File: src/verilog/mcs_cfg.svh
/*
 * Constants of the converter stream port: flag bit positions, reset
 * values and default pacing and packet figures.
 * Assumes it is included by bare name from the design files.
 */
`ifndef MCS_CFG_SVH
`define MCS_CFG_SVH

// Positions of the three sticky event flags in the flag vector.
`define MCS_FLAG_MISS 0
`define MCS_FLAG_PERR 1
`define MCS_FLAG_LOST 2
`define MCS_FLAG_N 3

// Reset values of the flag vector and of the mixer phase.
`define MCS_FLAGS_RST 3'h0
`define MCS_PHASE_RST 2'h0

// Default width of one aggregate input word, I in the upper half.
`define MCS_SAMPLE_W 32

// Default samples per input packet and clocks per input sample slot.
`define MCS_PKT_LEN 4
`define MCS_IN_PERIOD 8

`endif

File: src/verilog/mcs_pkg.sv
/*
 * Types shared by the converter stream port.
 * Assumes nothing beyond a SystemVerilog compiler.
 */
package mcs_pkg;

   // Input pacing: waiting for the first sample, idle between slots,
   // or offering a slot with input_ready high.
   typedef enum logic [1:0] {
      MCS_IN_FIRST,
      MCS_IN_WAIT,
      MCS_IN_SLOT
   } mcs_in_state_t;

   // Packet engine: idle, or reading a stored packet back.
   typedef enum logic {
      MCS_EN_IDLE,
      MCS_EN_READ
   } mcs_en_state_t;

endpackage

File: src/verilog/mcs_sample_mem.sv
/*
 * Small two-bank sample store with a registered read port.
 * Assumes one clock; contents are never reset so that a reset of the
 * control logic leaves stored sample data untouched.
 */
`timescale 1ns/10ps

module mcs_sample_mem #(
   parameter int W = 32,
   parameter int AW = 3
) (
   input wire logic clk_in, // Core clock.
   input wire logic wr_en_in, // Write strobe.
   input wire logic [AW-1:0] wr_addr_in, // Write address.
   input wire logic [W-1:0] wr_data_in, // Write data.
   input wire logic rd_en_in, // Read strobe.
   input wire logic [AW-1:0] rd_addr_in, // Read address.
   output logic [W-1:0] rd_data_out // Read data, one cycle late.
);

   logic [W-1:0] mem_r [0:(1<<AW)-1];

   // Storage and read register; no reset on purpose.
   always_ff @(posedge clk_in) begin
      if (wr_en_in) begin
         mem_r[wr_addr_in] <= wr_data_in;
      end
      if (rd_en_in) begin
         rd_data_out <= mem_r[rd_addr_in];
      end
   end

endmodule // mcs_sample_mem

File: src/verilog/mcs_stream_port.sv
/*
 * Streaming sample port and pacing control of a multi-carrier
 * up/down-converter, with packet framing check, event flags and a
 * simple combining and quarter-rate mixing datapath.
 * Assumes source and sink run on clk_in; mode and option inputs are
 * static configuration from the same clock domain.
 */
`timescale 1ns/10ps
`include "mcs_cfg.svh"

module mcs_stream_port #(
   parameter int SAMPLE_W = `MCS_SAMPLE_W,
   parameter int PKT_LEN = `MCS_PKT_LEN,
   parameter int IN_PERIOD = `MCS_IN_PERIOD,
   parameter bit HAS_LAST = 1'b1
) (
   input wire logic clk_in, // Core clock, 20 MHz.
   input wire logic rst_n_in, // Synchronous reset, active low.
   input wire logic mode_up_in, // High for up, low for down conversion.
   input wire logic fs4_mix_en_in, // Down mode quarter-rate mixer on.
   input wire logic [2:0] flag_enable_in, // Per-flag enable, level.
   input wire logic [2:0] flag_clear_in, // Per-flag clear, pulse.
   input wire logic input_valid_in, // Source has a sample.
   input wire logic input_last_marker_in, // Last sample of packet.
   input wire logic [SAMPLE_W-1:0] input_sample_bus_in, // Sample word.
   output logic input_ready_out, // Converter takes a sample.
   output logic output_valid_out, // Output sample present.
   input wire logic output_ready_in, // Sink takes the sample.
   output logic [SAMPLE_W-1:0] output_sample_bus_out, // Output word.
   output logic missing_input_flag_out, // Sticky missing input.
   output logic packet_error_flag_out, // Sticky framing error.
   output logic lost_output_flag_out, // Sticky lost output.
   output logic combined_interrupt_out // OR of the flags.
);

   localparam int HALF = SAMPLE_W / 2;
   localparam int PW = (PKT_LEN > 1) ? $clog2(PKT_LEN) : 1;
   localparam int AW = PW + 1;
   localparam int CW = $clog2(IN_PERIOD + 1);
   localparam logic [PW-1:0] POS_LAST = PW'(PKT_LEN - 1);
   localparam logic [CW-1:0] PACE_LAST = CW'(IN_PERIOD - 2);

   mcs_pkg::mcs_in_state_t in_st_r, in_st_nxt;
   logic [CW-1:0] pace_r, pace_nxt;
   logic [PW-1:0] pos_r, pos_nxt;
   logic wbank_r, wbank_nxt;
   logic job_go;
   logic accept;
   logic marker_late;
   logic miss_set, perr_set, lost_set;

   mcs_pkg::mcs_en_state_t en_st_r, en_st_nxt;
   logic [PW-1:0] rd_cnt_r, rd_cnt_nxt;
   logic rbank_r, rbank_nxt;
   logic rd_issue;
   logic dv_r, dv_nxt;
   logic dfirst_r, dfirst_nxt;
   logic dlast_r, dlast_nxt;
   logic [SAMPLE_W-1:0] rd_data;
   logic [HALF-1:0] acc_i_r, acc_i_nxt;
   logic [HALF-1:0] acc_q_r, acc_q_nxt;
   logic [HALF-1:0] sum_i, sum_q;
   logic [1:0] phase_r, phase_nxt;
   logic out_valid_r, out_valid_nxt;
   logic [SAMPLE_W-1:0] out_data_r, out_data_nxt;
   logic drop_r, drop_nxt;
   logic [2:0] flag_r, flag_nxt;

   // Ready is high while waiting for the first sample or in a slot;
   // a missed slot simply stays in the slot state.
   assign input_ready_out = (in_st_r != mcs_pkg::MCS_IN_WAIT);
   assign accept = input_valid_in & input_ready_out;
   // Without HAS_LAST the marker input is ignored and never flags an error.
   assign marker_late = HAS_LAST ? input_last_marker_in : 1'b0;

   // Input pacing and framing. The slot counter restarts on each
   // accepted sample, so a late source shifts the cadence instead of
   // causing a burst of catch-up slots.
   always_comb begin
      in_st_nxt = in_st_r;
      pace_nxt = pace_r;
      pos_nxt = pos_r;
      wbank_nxt = wbank_r;
      job_go = 1'b0;
      miss_set = 1'b0;
      perr_set = 1'b0;
      case (in_st_r)
         mcs_pkg::MCS_IN_FIRST: begin
            if (accept) begin
               in_st_nxt = mcs_pkg::MCS_IN_WAIT;
               pace_nxt = '0;
            end
         end
         mcs_pkg::MCS_IN_WAIT: begin
            if (pace_r >= PACE_LAST) begin
               in_st_nxt = mcs_pkg::MCS_IN_SLOT;
            end else begin
               pace_nxt = pace_r + CW'(1);
            end
         end
         mcs_pkg::MCS_IN_SLOT: begin
            if (accept) begin
               in_st_nxt = mcs_pkg::MCS_IN_WAIT;
               pace_nxt = '0;
            end else begin
               miss_set = 1'b1;
            end
         end
         default: begin
            in_st_nxt = mcs_pkg::MCS_IN_FIRST;
         end
      endcase
      if (accept) begin
         // The own position count decides packet ends; the marker is
         // only compared against it.
         if (HAS_LAST && (marker_late != (pos_r == POS_LAST))) begin
            perr_set = 1'b1;
         end
         if (pos_r == POS_LAST) begin
            pos_nxt = '0;
            wbank_nxt = ~wbank_r;
            job_go = 1'b1;
         end else begin
            pos_nxt = pos_r + PW'(1);
         end
      end
   end

   // Input pacing registers.
   always_ff @(posedge clk_in) begin
      if (!rst_n_in) begin
         in_st_r <= mcs_pkg::MCS_IN_FIRST;
         pace_r <= '0;
         pos_r <= '0;
         wbank_r <= 1'b0;
      end else begin
         in_st_r <= in_st_nxt;
         pace_r <= pace_nxt;
         pos_r <= pos_nxt;
         wbank_r <= wbank_nxt;
      end
   end

   // Two banks let one packet be read back while the next is stored.
   mcs_sample_mem #(
      .W(SAMPLE_W),
      .AW(AW)
   ) u_mem (
      .clk_in(clk_in),
      .wr_en_in(accept),
      .wr_addr_in({wbank_r, pos_r}),
      .wr_data_in(input_sample_bus_in),
      .rd_en_in(rd_issue),
      .rd_addr_in({rbank_r, rd_cnt_r}),
      .rd_data_out(rd_data)
   );

   assign rd_issue = (en_st_r == mcs_pkg::MCS_EN_READ);
   assign sum_i = (dfirst_r ? '0 : acc_i_r) + rd_data[SAMPLE_W-1:HALF];
   assign sum_q = (dfirst_r ? '0 : acc_q_r) + rd_data[HALF-1:0];

   // Packet engine and output stage. Work starts only when a whole
   // packet has arrived, and samples already stored keep flowing out
   // while the source is late. Sums wrap rather than saturate.
   always_comb begin
      en_st_nxt = en_st_r;
      rd_cnt_nxt = rd_cnt_r;
      rbank_nxt = rbank_r;
      dv_nxt = rd_issue;
      dfirst_nxt = rd_issue && (rd_cnt_r == '0);
      dlast_nxt = rd_issue && (rd_cnt_r == POS_LAST);
      acc_i_nxt = acc_i_r;
      acc_q_nxt = acc_q_r;
      phase_nxt = phase_r;
      out_valid_nxt = 1'b0;
      out_data_nxt = out_data_r;
      drop_nxt = drop_r;
      lost_set = 1'b0;
      case (en_st_r)
         mcs_pkg::MCS_EN_IDLE: begin
            if (job_go) begin
               en_st_nxt = mcs_pkg::MCS_EN_READ;
               rd_cnt_nxt = '0;
               rbank_nxt = wbank_r;
            end
         end
         mcs_pkg::MCS_EN_READ: begin
            if (rd_cnt_r == POS_LAST) begin
               en_st_nxt = mcs_pkg::MCS_EN_IDLE;
            end else begin
               rd_cnt_nxt = rd_cnt_r + PW'(1);
            end
         end
         default: begin
            en_st_nxt = mcs_pkg::MCS_EN_IDLE;
         end
      endcase
      if (dv_r) begin
         acc_i_nxt = sum_i;
         acc_q_nxt = sum_q;
      end
      // A stalled output sample marks the next one for discard; the
      // converter never waits for the sink.
      if (out_valid_r && !output_ready_in) begin
         drop_nxt = 1'b1;
         lost_set = 1'b1;
      end
      if (dv_r && dlast_r) begin
         if (drop_nxt) begin
            drop_nxt = 1'b0;
         end else begin
            out_valid_nxt = 1'b1;
            out_data_nxt = {sum_i, sum_q};
            if (!mode_up_in && fs4_mix_en_in) begin
               // Multiply by exp(-j*pi*n/2): rotate a quarter turn.
               case (phase_r)
                  2'h1: out_data_nxt = {sum_q, -sum_i};
                  2'h2: out_data_nxt = {-sum_i, -sum_q};
                  2'h3: out_data_nxt = {-sum_q, sum_i};
                  default: out_data_nxt = {sum_i, sum_q};
               endcase
               phase_nxt = phase_r + 2'h1;
            end
         end
      end
   end

   // Engine and output registers; the store itself is not reset.
   always_ff @(posedge clk_in) begin
      if (!rst_n_in) begin
         en_st_r <= mcs_pkg::MCS_EN_IDLE;
         rd_cnt_r <= '0;
         rbank_r <= 1'b0;
         dv_r <= 1'b0;
         dfirst_r <= 1'b0;
         dlast_r <= 1'b0;
         acc_i_r <= '0;
         acc_q_r <= '0;
         phase_r <= `MCS_PHASE_RST;
         out_valid_r <= 1'b0;
         out_data_r <= '0;
         drop_r <= 1'b0;
      end else begin
         en_st_r <= en_st_nxt;
         rd_cnt_r <= rd_cnt_nxt;
         rbank_r <= rbank_nxt;
         dv_r <= dv_nxt;
         dfirst_r <= dfirst_nxt;
         dlast_r <= dlast_nxt;
         acc_i_r <= acc_i_nxt;
         acc_q_r <= acc_q_nxt;
         phase_r <= phase_nxt;
         out_valid_r <= out_valid_nxt;
         out_data_r <= out_data_nxt;
         drop_r <= drop_nxt;
      end
   end

   assign output_valid_out = out_valid_r;
   assign output_sample_bus_out = out_data_r;

   // Sticky flags: a new event beats a clear in the same cycle, and a
   // disabled flag is held low.
   always_comb begin
      flag_nxt = flag_r & ~flag_clear_in;
      flag_nxt[`MCS_FLAG_MISS] = flag_nxt[`MCS_FLAG_MISS] | miss_set;
      flag_nxt[`MCS_FLAG_PERR] = flag_nxt[`MCS_FLAG_PERR] | perr_set;
      flag_nxt[`MCS_FLAG_LOST] = flag_nxt[`MCS_FLAG_LOST] | lost_set;
      flag_nxt = flag_nxt & flag_enable_in;
   end

   // Flag registers.
   always_ff @(posedge clk_in) begin
      if (!rst_n_in) begin
         flag_r <= `MCS_FLAGS_RST;
      end else begin
         flag_r <= flag_nxt;
      end
   end

   assign missing_input_flag_out = flag_r[`MCS_FLAG_MISS];
   assign packet_error_flag_out = flag_r[`MCS_FLAG_PERR];
   assign lost_output_flag_out = flag_r[`MCS_FLAG_LOST];
   assign combined_interrupt_out = |flag_r;

endmodule // mcs_stream_port

File: config.mk
export PLATFORM = sky130hd
export DESIGN_NAME = mcs_stream_port
export DESIGN_NICKNAME = d
export VERILOG_FILES = /design/src/verilog/mcs_pkg.sv /design/src/verilog/mcs_sample_mem.sv /design/src/verilog/mcs_stream_port.sv
export VERILOG_INCLUDE_DIRS = /design/src /design/src/verilog
export SDC_FILE = /design/constraint.sdc
export NUM_CORES = 1
export LEC_CHECK = 0
export ABC_AREA = 1
export BUFFER_PORTS_ARGS = -buffer_cell sky130_fd_sc_hd__clkbuf_2
export CORE_MARGIN = 2
export CORE_UTILIZATION = 65
export CTS_CLUSTER_DIAMETER = 30
export CTS_CLUSTER_SIZE = 14
export DETAILED_ROUTE_END_ITERATION = 6
export PLACE_DENSITY = 0.81
export SLEW_MARGIN = 40
export SYNTH_ARGS = -nofsm -noshare
export SYNTH_HDL_FRONTEND = slang
export SYNTH_SLANG_ARGS = --single-unit
File: constraint.sdc
create_clock -name clk_in -period 7.7 [get_ports clk_in]
set_clock_uncertainty 0.1 [all_clocks]
set_input_delay 1.155 -clock clk_in [delete_from_list [all_inputs] [get_ports clk_in]]
set_output_delay 1.155 -clock clk_in [all_outputs]
set_load 0.05 [all_outputs]
==> Word-level counts from Yosys, hierarchy flattened <==
Memories as Yosys holds them, arrays and structs flattened. A register that Yosys moved wholly into a read port is not among the register bits.
Index checks and enable logic that the tools add are counted.
{ "totals": {"memories": 1, "ramBits": 256, "elab_cells": 101, "regBits": 87, "out_inout_bits": 38} }
{ "classes": {"n_reduce_logical": 21, "add_sub_neg": 8, "n_eq_ne": 14, "n_mux": 28, "magnitude_cmp": 1, "bitwise": 11} }
{ "memory_table": {"columns": ["name", "words", "width", "read_ports", "rd_ports_with_merged_regs", "wr", "line_no", "text"], "rows": [
  ["u_mem.mem_r", 8, 32, 1, 1, 1, "mcs_sample_mem.sv:21", "logic [W-1:0] mem_r [0:(1<<AW)-1];"]
]} }
{ "ops": {"columns": ["operator", "n"], "rows": [
  ["$pmux W32 S3", 1],
  ["$add A16 B16 Y16", 2],
  ["$mux W16", 2],
  ["$mux W32", 1],
  ["$neg A16 Y16", 2],
  ["$mux W1", 13],
  ["$reduce_and A2 Y1", 6],
  ["$eq A2 B2 Y1 const B", 5],
  ["$mux W2", 5],
  ["$mux W4", 2],
  ["$ne A2 B2 Y1 const B", 4],
  ["$pmux W2 S2", 2],
  ["$pmux W4 S2", 1],
  ["$add A2 B1 Y2 const B", 3],
  ["$and A3 B3 Y3", 2],
  ["$reduce_and A3 Y1", 2],
  ["$logic_and A1 B1 Y1", 5],
  ["$add A4 B1 Y4 const B", 1],
  ["$eq A2 B1 Y1 const B", 2],
  ["$ge A4 B3 Y1 const B", 1],
  ["$logic_not A2 Y1", 2],
  ["$ne A2 B1 Y1 const B", 2],
  ["$not A1 Y1", 4],
  ["$reduce_or A2 Y1", 2],
  ["other kinds (8)", 11]
]} }

==> Logic depth before layout (Yosys ltp) <==
Gate-level depths: netlist of run 1.
{ "logic_depth": {"depth_word": 6, "ltp_mapped": 24, "ltp_nobuf": 23} }

==> Cells and area by module <==
Synthesis of run 1 repeated with hierarchy kept, for this count alone.
{ "unflattened": {"hier_cells": 2349, "area_unflattened_um2": 19429.9} }
{ "by_module_without_submodules": {"columns": ["mod", "area_per_inst_um2", "n_inst", "cells_each", "seq_area_each_um2"], "rows": [
  ["mcs_sample_mem", 12192.9, 1, 1156, 8648.3],
  ["mcs_stream_port", 7236.9, 1, 1193, 1741.7]
]} }

==> Least setup slack after synthesis of run 1 <==
Ideal clock, no wire load.
{ "synth_timing": {"path_kind": "input to register", "from": "in input_valid_in", "to": "mem u_mem.mem_r[1][0], enable pin", "required_time_ns": 7.179, "n_path_buf": 0, "slack_ns": 4.115, "cell_stages": 6, "t_arrival_ns": 3.064, "path_cell_list": "inv_1 -> nor2_1 -> inv_1 -> nor2_1 -> inv_1 -> nor2_1"} }
{ "synth_between": {"elab_chain_len": 3} }
{ "synth_lines": {"columns": ["element", "line_no", "text"], "rows": [
  ["from (decl)", "mcs_stream_port.sv:23", "input wire logic input_valid_in,"],
  ["$and A1 B1 Y1", "mcs_stream_port.sv:72", "assign accept = input_valid_in & input_ready_out;"],
  ["$mux W1", "mcs_sample_mem.sv:25", "if (wr_en_in) begin"],
  ["$mux W1 (implied by the code)", "mcs_sample_mem.sv:26", "mem_r[wr_addr_in] <= wr_data_in;"],
  ["to (decl)", "mcs_sample_mem.sv:21", null]
]} }
Every way passes these cells.

==> Worst setup path in the final report of run 1 <==
{ "layout_timing": {"from": "reg dfirst_r", "to": "reg out_data_r[29] (netlist: output_sample_bus_out[29])"} }
{ "layout_between": {"elab_chain_len": 5, "elab_cells_between_ends": 8, "classes_between": "add/sub (4); mux (4)"} }
{ "layout_lines": {"columns": ["element", "line_no", "text"], "rows": [
  ["from (decl)", "mcs_stream_port.sv:57", "logic dfirst_r, dfirst_nxt;"],
  ["from (signal assigned)", "mcs_stream_port.sv:248", "dfirst_r <= dfirst_nxt;"],
  ["$mux W16 (on tied branches)", "mcs_stream_port.sv:160, mcs_stream_port.sv:159", null],
  ["$add A16 B16 Y16 (on tied branches)", "mcs_stream_port.sv:160, mcs_stream_port.sv:159", null],
  ["$neg A16 Y16 (on tied branches)", "mcs_stream_port.sv:219, mcs_stream_port.sv:218", null],
  ["$pmux W32 S3", "mcs_stream_port.sv:216", "case (phase_r)"],
  ["$mux W32 *", "mcs_stream_port.sv:214", "if (!mode_up_in && fs4_mix_en_in) begin"],
  ["to (signal assigned)", "mcs_stream_port.sv:254", "out_data_r <= out_data_nxt;"],
  ["to (decl)", "mcs_stream_port.sv:65", "logic [SAMPLE_W-1:0] out_data_r, out_data_nxt;"]
]} }
Mark *: on every way between the ends. The rest lies on a longest branch, timed or not.
A chain may end at the register's enable or synchronous reset.

==> results of run 1 <==
## cells in the final DEF (no fill, tap or decap), types with 6 or more instances in the layout
master        n
dfxtp_1      85
nor2_1      307
a21oi_2      10
nand3_2       7
nand2_1     324
clkinv_2      7
inv_6         6
inv_2        15
nor2_2        7
o21ai_0     222
clkbuf_2     82
nand4_1      15
xor2_1       10
nor2_4       11
clkbuf_8      7
clkbuf_1      6
o211ai_1     10
o21bai_1      6
bufinv_16    11
buf_16        9
o22ai_1      40
clkbuf_16    73
buf_4        11
edfxtp_1    288
inv_1       227
a21oi_1      86
nand2_2      21
nand3_1      69
buf_8         6
clkinvlp_4   12
nand3b_1      7
ha_1         41
a31oi_1      33
## worst max-delay path by stage
| stage | end | slack [ns] |
|---|---|---|
| after floorplan | u_mem.mem_r[1][0]$_DFFE_PP_ | 4.12 |
| after global placement | output_sample_bus_out[24]$_SDFFE_PN0P_ | 4.05 |
| after detailed placement | output_sample_bus_out[10]$_SDFFE_PN0P_ | 4.26 |
| after CTS | output_sample_bus_out[29]$_SDFFE_PN0P_ | 4.21 |
| after global routing | output_sample_bus_out[29]$_SDFFE_PN0P_ | 3.87 |
| final | output_sample_bus_out[29]$_SDFFE_PN0P_ | 4.17 |
## per-stage QoR
| step | setup WS, ns | hold slack, ns |
|---|---|---|
| detailed placement | 4.260 | 0.3318 |
| floorplan | 4.115 | 0.3168 |
| global route | 3.871 | 0.3579 |
| global placement | 4.049 | 0.3330 |
| CTS | 4.213 | 0.3416 |
| finish | 4.166 | 0.3438 |
## power by group through the flow
stage | combinational [W] | sequential, W | clock (W)
after floorplan | 0.000132 | 0.00228 | 0
after CTS | 0.000234 | 0.00224 | 0.00328
after global placement | 0.000204 | 0.00228 | 0
after global routing | 0.000260 | 0.00225 | 0.00337
after detailed placement | 0.000227 | 0.00228 | 0
final | 0.000237 | 0.00224 | 0.00327
## worst max-delay path, stage by stage, from the launching register on
cell and delay, ns:
dfxtp_1 0.39, buf_4 0.26, nor2_1 0.13, ha_1 0.24, inv_1 0.08, fa_1 0.44, inv_1 0.14, nand2_1 0.08
nand2_2 0.11, inv_2 0.07, nor2_1 0.11, nand3_1 0.14, nor2_2 0.15, nand3_2 0.15, nor2_4 0.14, nand2_1 0.10
o21bai_1 0.14, nand2_1 0.10, nand2_1 0.07, nand3_1 0.11, nand2_1 0.10, a21oi_2 0.05
## logic make-up after synthesis
group | synth area share
AOI/OAI and AO/OA | 0.1295
xor gates and xnor gates | 0.006826
adders and majority gates | 0.03079
buffers and inverters | 0.06944
DFF | 0.5784
and+or+nand+nor | 0.1851
## layer usage
layer	vias to the layer above	track usage	wire, um
met4	0	0.1442	1733
met1	6926	0.4136	18180
met5	-	0	0
li1	6865	-	-
met2	794	0.5631	22990
met3	154	0.06558	4076
## state kept, by name, indices dropped and copies added (netlist names), 3 cells and up
signal,count
u_mem.mem_r,256
output_sample_bus_out,32
u_mem.rd_data_out,32
acc_i_r,16
acc_q_r,16
pace_r,4
flag_r,3
## cell type report
| cell class | instances | area (um^2) | area share |
|---|---|---|---|
| Sequential cell | 375 | 10400 | 0.4827 |
| Multi-Input combinational cell | 1263 | 6391 | 0.2968 |
| Clock buffer | 86 | 1946 | 0.09034 |
| Inverter | 245 | 922.1 | 0.04282 |
| Timing Repair Buffer | 108 | 830.8 | 0.03858 |
| Clock inverter | 46 | 623.1 | 0.02893 |
| Tap cell | 341 | 426.7 | 0.01981 |
| Antenna cell | 1 | 2.502 | 0.0001162 |
==> run_results.csv, run 1 <==
group,metric,value,unit
clock_network,cts_tree,"done",
layout,drive_gt1_frac,0.1479,
setup_path,end_kind,"register",
place,dp_hpwl,28.56,mm
clock_network,h-tree-depth,3,
logic_synthesis,synth_top_area_share,0.4814,
min_path,whs_endpoint,"pace_r[3]$_SDFFE_PN0P_",
clock_network,cts.path.max_buffers,3,
clock_network,cts_buffers,72,
sta,relSlewSlack,0.4618,
sta,final_hold_viol_count,0,
logic_synthesis,synth-async-reset-ratio,0,
power,p_total,0.005751,W
power,pwr-share-comb,0.041,
sta,fmax,283.0,MHz
setup_path,setup.worst_path.class,"reg -> reg",
floorplan,start_util,0.6647,
setup_path,worst-endpoint-arrival,3.85,ns
clock_network,clk_root_buffer_cell,"clkbuf_16",
power,clockPowerShare,0.568,
layout,fill_cells,1606,
layout,final_nets,2153,
grt,grt_pass1_wl,74.16,mm
logic_synthesis,yosys_most_used_dff,"edfxtp_1",
layout,syn_to_final_growth,19.89,%
power,pwr_density_cell,267.0,nW/um^2
grt,grt_pass1_vias,14410,
detailed_routing,ant_nets,0,
grt,grt_start_max_net_pins,77,
place,placed_cell_area,18970,um^2
logic_synthesis,seq_area_frac_synth,0.5784,
clock_network,cts_hold_buffers,0,
power,irDropWorstVdd,255.4,uV
grt,grtUsageTotal,0.3310,
clock_network,post_cts_buffers,0,
setup_path,timing.rr.end,"output_sample_bus_out[29]$_SDFFE_PN0P_",
sta,setup_violations,0,
floorplan,core_area,27030,um^2
sta,period_needed,3.534,ns
setup_path,start_kind,"register",
setup_path,regToRegSetupSlack,4.17,ns
power,p_int,0.004486,W
floorplan,rows,60,
layout,instances_no_fill,2465,
power,p_leak,8.954,nW
place,io_buffers,82,
logic_synthesis,synth.most_common_cell,"nand2_1",
logic_synthesis,syn_avg_cell_area,9.128,um^2
logic_synthesis,ys_warn_count,0,
grt,antenna_found_initial,1,
sta,worstMarginPinSlew,0.8074,ns
floorplan,ios,83,
detailed_routing,wire_per_inst,19.06,um
clock_network,path_clk_slew,0.04,ns
logic_synthesis,synth_edf_count,288,
logic_synthesis,synth_common_cells,"325 x nand2_1, 316 x nor2_1, 288 x edfxtp_1",
detailed_routing,route.detailed.drc,0,
setup_path,r2r-start,"dfirst_r$_SDFF_PN0_",
floorplan,dieArea,28980,um^2
detailed_routing,first_pass_iters,7,
power,swShare,0.2200,
min_path,worst_hold_startpoint,"pace_r[3]$_SDFFE_PN0P_",
clock_network,clk_latency,0.59,ns
min_path,hold_path_class,"reg -> reg",
logic_synthesis,yosysUniqueCellTypes,45,
setup_path,r2r_cells,21,
layout,fin_area,21540,um^2
logic_synthesis,netlist_area,17960,um^2
logic_synthesis,synth_nets,2056,
logic_synthesis,yosys-top-cells-area,"edfxtp_1 48%, dfxtp_1 9.7%, nand2_1 6.8%, nor2_1 6.6%, o21ai_0 6.2%",
power,netSwitchingPower,0.001265,W
floorplan,die_h,170.2,um
sta,fin_crit_sh,0.4590,
sta,slew_violations,0,
detailed_routing,vias,14740,
detailed_routing,drt_iter0_drc,1659,
floorplan,die_w,170.2,um
setup_path,crit_required,8.02,ns
min_path,hold_path_depth,2,
setup_path,critical_path.max_fanout,21,
job,maxCapViolations,0,
logic_synthesis,ys_ff_latch,375,
detailed_routing,vias_per_cell,5.979,
clock_network,ctsResizeCount,0,
detailed_routing,wirelength,46.97,mm
setup_path,crit_start,"dfirst_r$_SDFF_PN0_",
place,routabilityCongestion,0.9467,
sta,rsz0062_at_grt,"no",
layout,fin_util,0.7969,
logic_synthesis,synth.largest_area_cell,"edfxtp_1",
sta,setup_tns,0,ns
logic_synthesis,synthCells,1968,
clock_network,cts_sinks,375,
grt,grt-ovfl-total,0,
run_status,outcome,"completed",
place,place_inst,2332,
power,p_seq_frac,0.390,
No activity file was read; power rests on OpenSTA's default activity.
==> run 2, diff against run 1 <==
ABC_AREA = 0   (was 1)
CORE_UTILIZATION = 62   (was 65)
PLACE_DENSITY = 0.77   (was 0.81)
clock period = 3.6 ns   (was 7.7 ns; I/O delays follow)
==> run 2 against run 1 <==
  * Clock-buffer cell count is 10 lower
  * Global-route usage fell by 2.5 points
  * Routed wire length down 6.0%
  * Critical path depth decreased by 5
  * Non-clock buffer count increased by 71
  * Highest routed layer unchanged
  * Largest power group unchanged
  * Clock power up 110%
  * Power rose by 100%
  * Combinational power is 19% higher
==> run_results.csv, run 2 <==
group,metric,value,unit
min_path,hold_path_class,"in -> reg",
logic_synthesis,synth.most_common_cell,"edfxtp_1",
grt,grtUsageTotal,0.3061,
logic_synthesis,synthCells,1259,
job,maxCapViolations,0,
setup_path,critPathCapture,"output_sample_bus_out[30]$_SDFFE_PN0P_",
sta,rsz0062_at_grt,"yes",
floorplan,start_util,0.6262,
place,io_buffers,82,
detailed_routing,vias,11940,
detailed_routing,first_pass_iters,7,
logic_synthesis,synth_common_cells,"288 x edfxtp_1, 95 x nor2_1, 87 x dfxtp_1",
logic_synthesis,seq_area_frac_synth,0.6005,
layout,fill_cells,1625,
sta,holdWs,0.08911,ns
logic_synthesis,netlist_area,17300,um^2
sta,period_needed,3.498,ns
sta,fin_crit_sh,0.9717,
power,irDropWorstVdd,551.3,uV
setup_path,start_kind,"register",
clock_network,clk_latency,0.58,ns
clock_network,path_clk_slew,0.05,ns
run_status,outcome,"completed",
sta,final.setup.worst_slack,0.1018,ns
floorplan,rows,61,
setup_path,worst-endpoint-arrival,3.83,ns
setup_path,regToRegSetupSlack,0.10,ns
logic_synthesis,yosys-top-cells-area,"edfxtp_1 50%, dfxtp_1 10%, mux4_2 8.3%, ha_1 3.0%, mux2_2 2.3%",
place,routabilityCongestion,0.9281,
clock_network,cts_sinks,375,
clock_network,cts.path.max_buffers,3,
place,dp_hpwl,25.71,mm
logic_synthesis,synth-async-reset-ratio,0,
detailed_routing,ant_nets,0,
place,pre_cts_ws,-0.03737,ns
floorplan,dieArea,29260,um^2
clock_network,h-tree-depth,3,
grt,antenna_found_initial,0,
logic_synthesis,ys_ff_latch,375,
power,p_leak,7.668,nW
logic_synthesis,ys_warn_count,0,
setup_path,crit_start,"acc_q_r[0]$_SDFFE_PN0P_",
setup_path,r2r-start,"acc_q_r[0]$_SDFFE_PN0P_",
sta,relSlewSlack,0.4451,
sta,worstMarginPinSlew,0.8324,ns
layout,final_common_cell,"edfxtp_1",
sta,final_hold_viol_count,0,
layout,fin_util,0.7789,
power,pwr_density_cell,547.3,nW/um^2
layout,drive_gt1_frac,0.3193,
logic_synthesis,syn_avg_cell_area,13.74,um^2
grt,grt_pass1_vias,11790,
sta,slew_violations,0,
floorplan,die_w,171.1,um
clock_network,cts_buffers,69,
floorplan,die_h,171.1,um
setup_path,crit_required,3.93,ns
layout,top_register,"u_mem.mem_r",
layout,final_cell_mix,"288 x edfxtp_1, 93 x buf_4, 92 x nor2_1",
detailed_routing,vias_per_cell,6.369,
logic_synthesis,synth_nets,1347,
clock_network,clk_root_buffer_cell,"clkbuf_16",
grt,grt_start_max_net_pins,42,
layout,syn_to_final_growth,24.39,%
logic_synthesis,yosysUniqueCellTypes,89,
grt,grt-ovfl-total,0,
setup_path,critical_path.max_fanout,11,
layout,final_nets,1529,
layout,largest_reg_flops,256,
floorplan,ios,83,
detailed_routing,wire_per_inst,23.54,um
setup_path,setup.worst_path.class,"reg -> reg",
layout,antenna_cells,0,
sta,fmax,285.9,MHz
logic_synthesis,synth_edf_count,288,
grt,grt_pass1_wl,67.57,mm
detailed_routing,route.detailed.drc,0,
floorplan,core_area,27630,um^2
setup_path,end_kind,"register",
detailed_routing,drt_iter0_drc,1313,
logic_synthesis,yosys_most_used_dff,"edfxtp_1",
setup_path,timing.rr.end,"output_sample_bus_out[30]$_SDFFE_PN0P_",
sta,setup_violations,0,
logic_synthesis,synth.largest_area_cell,"edfxtp_1",
logic_synthesis,synth_top_area_share,0.4999,
detailed_routing,wirelength,44.14,mm
clock_network,cts_tree,"done",
setup_path,r2r_cells,16,
## run 2: changes by cell type in the layout (fill, tap and decap cells not counted), moves of 64 or more
| cell | previous run | this run |
|---|---|---|
| buf_4 | 11 | 93 |
| nor2_1 | 307 | 92 |
| o21ai_0 | 222 | 37 |
| nand2_1 | 324 | 62 |
| mux4_2 | 0 | 64 |
| inv_1 | 227 | 25 |
## run 2: power breakdown
group | switching [W] | internal, W
Clock | 0.00236 | 0.00438
Combinational | 0.000177 | 0.000104
Sequential | 0.0000277 | 0.00473
## run 2: per-stage QoR
stage	cell area, um^2	setup TNS (ns)	power [W]	instances
final	21520	0	0.01178	1875
after global routing	21520	-0.1250	0.01207	1875
after CTS	21240	0	0.01185	1871
after detailed placement	18750	-0.03737	0.005101	1743
after global placement	18750	0	0.005085	1743
after floorplan	17360	-53.60	0.004971	1259
## run 2: logic make-up after synthesis
group | share of synthesized area
xor+xnor | 0.02459
buf+inv | 0.02141
flops | 0.6005
simple gates | 0.09879
mux | 0.1253
compound gates | 0.09748
fa+ha+maj | 0.03196
## run 2: worst min path at each step
stage | startpoint | to | slack, ns | cells past startpoint
floorplan | dlast_r$_SDFF_PN0_ | drop_r$_SDFF_PP0_ | 0.34 | 1
CTS | flag_enable_in[0] | flag_r[0]$_SDFF_PN0_ | 0.08 | 3
global route | flag_enable_in[0] | flag_r[0]$_SDFF_PN0_ | 0.11 | 3
global placement | output_sample_bus_out[5]$_SDFFE_PN0P_ | output_sample_bus_out[5]$_SDFFE_PN0P_ | 0.33 | 2
finish | flag_enable_in[0] | flag_r[0]$_SDFF_PN0_ | 0.09 | 3
detailed placement | output_sample_bus_out[9]$_SDFFE_PN0P_ | output_sample_bus_out[9]$_SDFFE_PN0P_ | 0.34 | 1
## run 2: worst max-delay path, stage by stage, from the launching register on
cell and delay, ns:
dfxtp_1 0.34, nor2b_1 0.15, ha_2 0.19, inv_1 0.05, fa_2 0.35, nand2b_4 0.15
a21o_1 0.20, buf_4 0.16, a21oi_2 0.15, o22ai_2 0.11, xnor2_2 0.17, buf_4 0.19
or2_4 0.28, nor4_4 0.27, buf_4 0.17, mux2i_2 0.25, a22oi_1 0.10
## run 2: routing by layer
metal / part of all wire / vias to the layer above / global-route usage
met4: 0.034 / 0 / 0.1220
met5: 0 / - / 0
li1: - / 5280 / -
met3: 0.078 / 126 / 0.06269
met1: 0.40 / 5899 / 0.4028
met2: 0.49 / 637 / 0.5032
## run 2: area by class of cell
cell class              instances  area [um^2]  area share
flip-flops and latches        375        10400      0.4833
multi-input cells             788         6900      0.3206
clock buffers                  76         1784     0.08291
repair buffers                179         1171     0.05442
clock inverters                51        686.9     0.03192
well taps                     378        473.0     0.02198
inverters                      28        105.1    0.004884
## run 2: repair_timing
action / CTS / global route
hold buffers: 0 / 0
buffers inserted: 1 / 4
setup endpoints to repair: 2 / 15
gates resized for setup: 2 / 48
pin swaps: 2 / 14
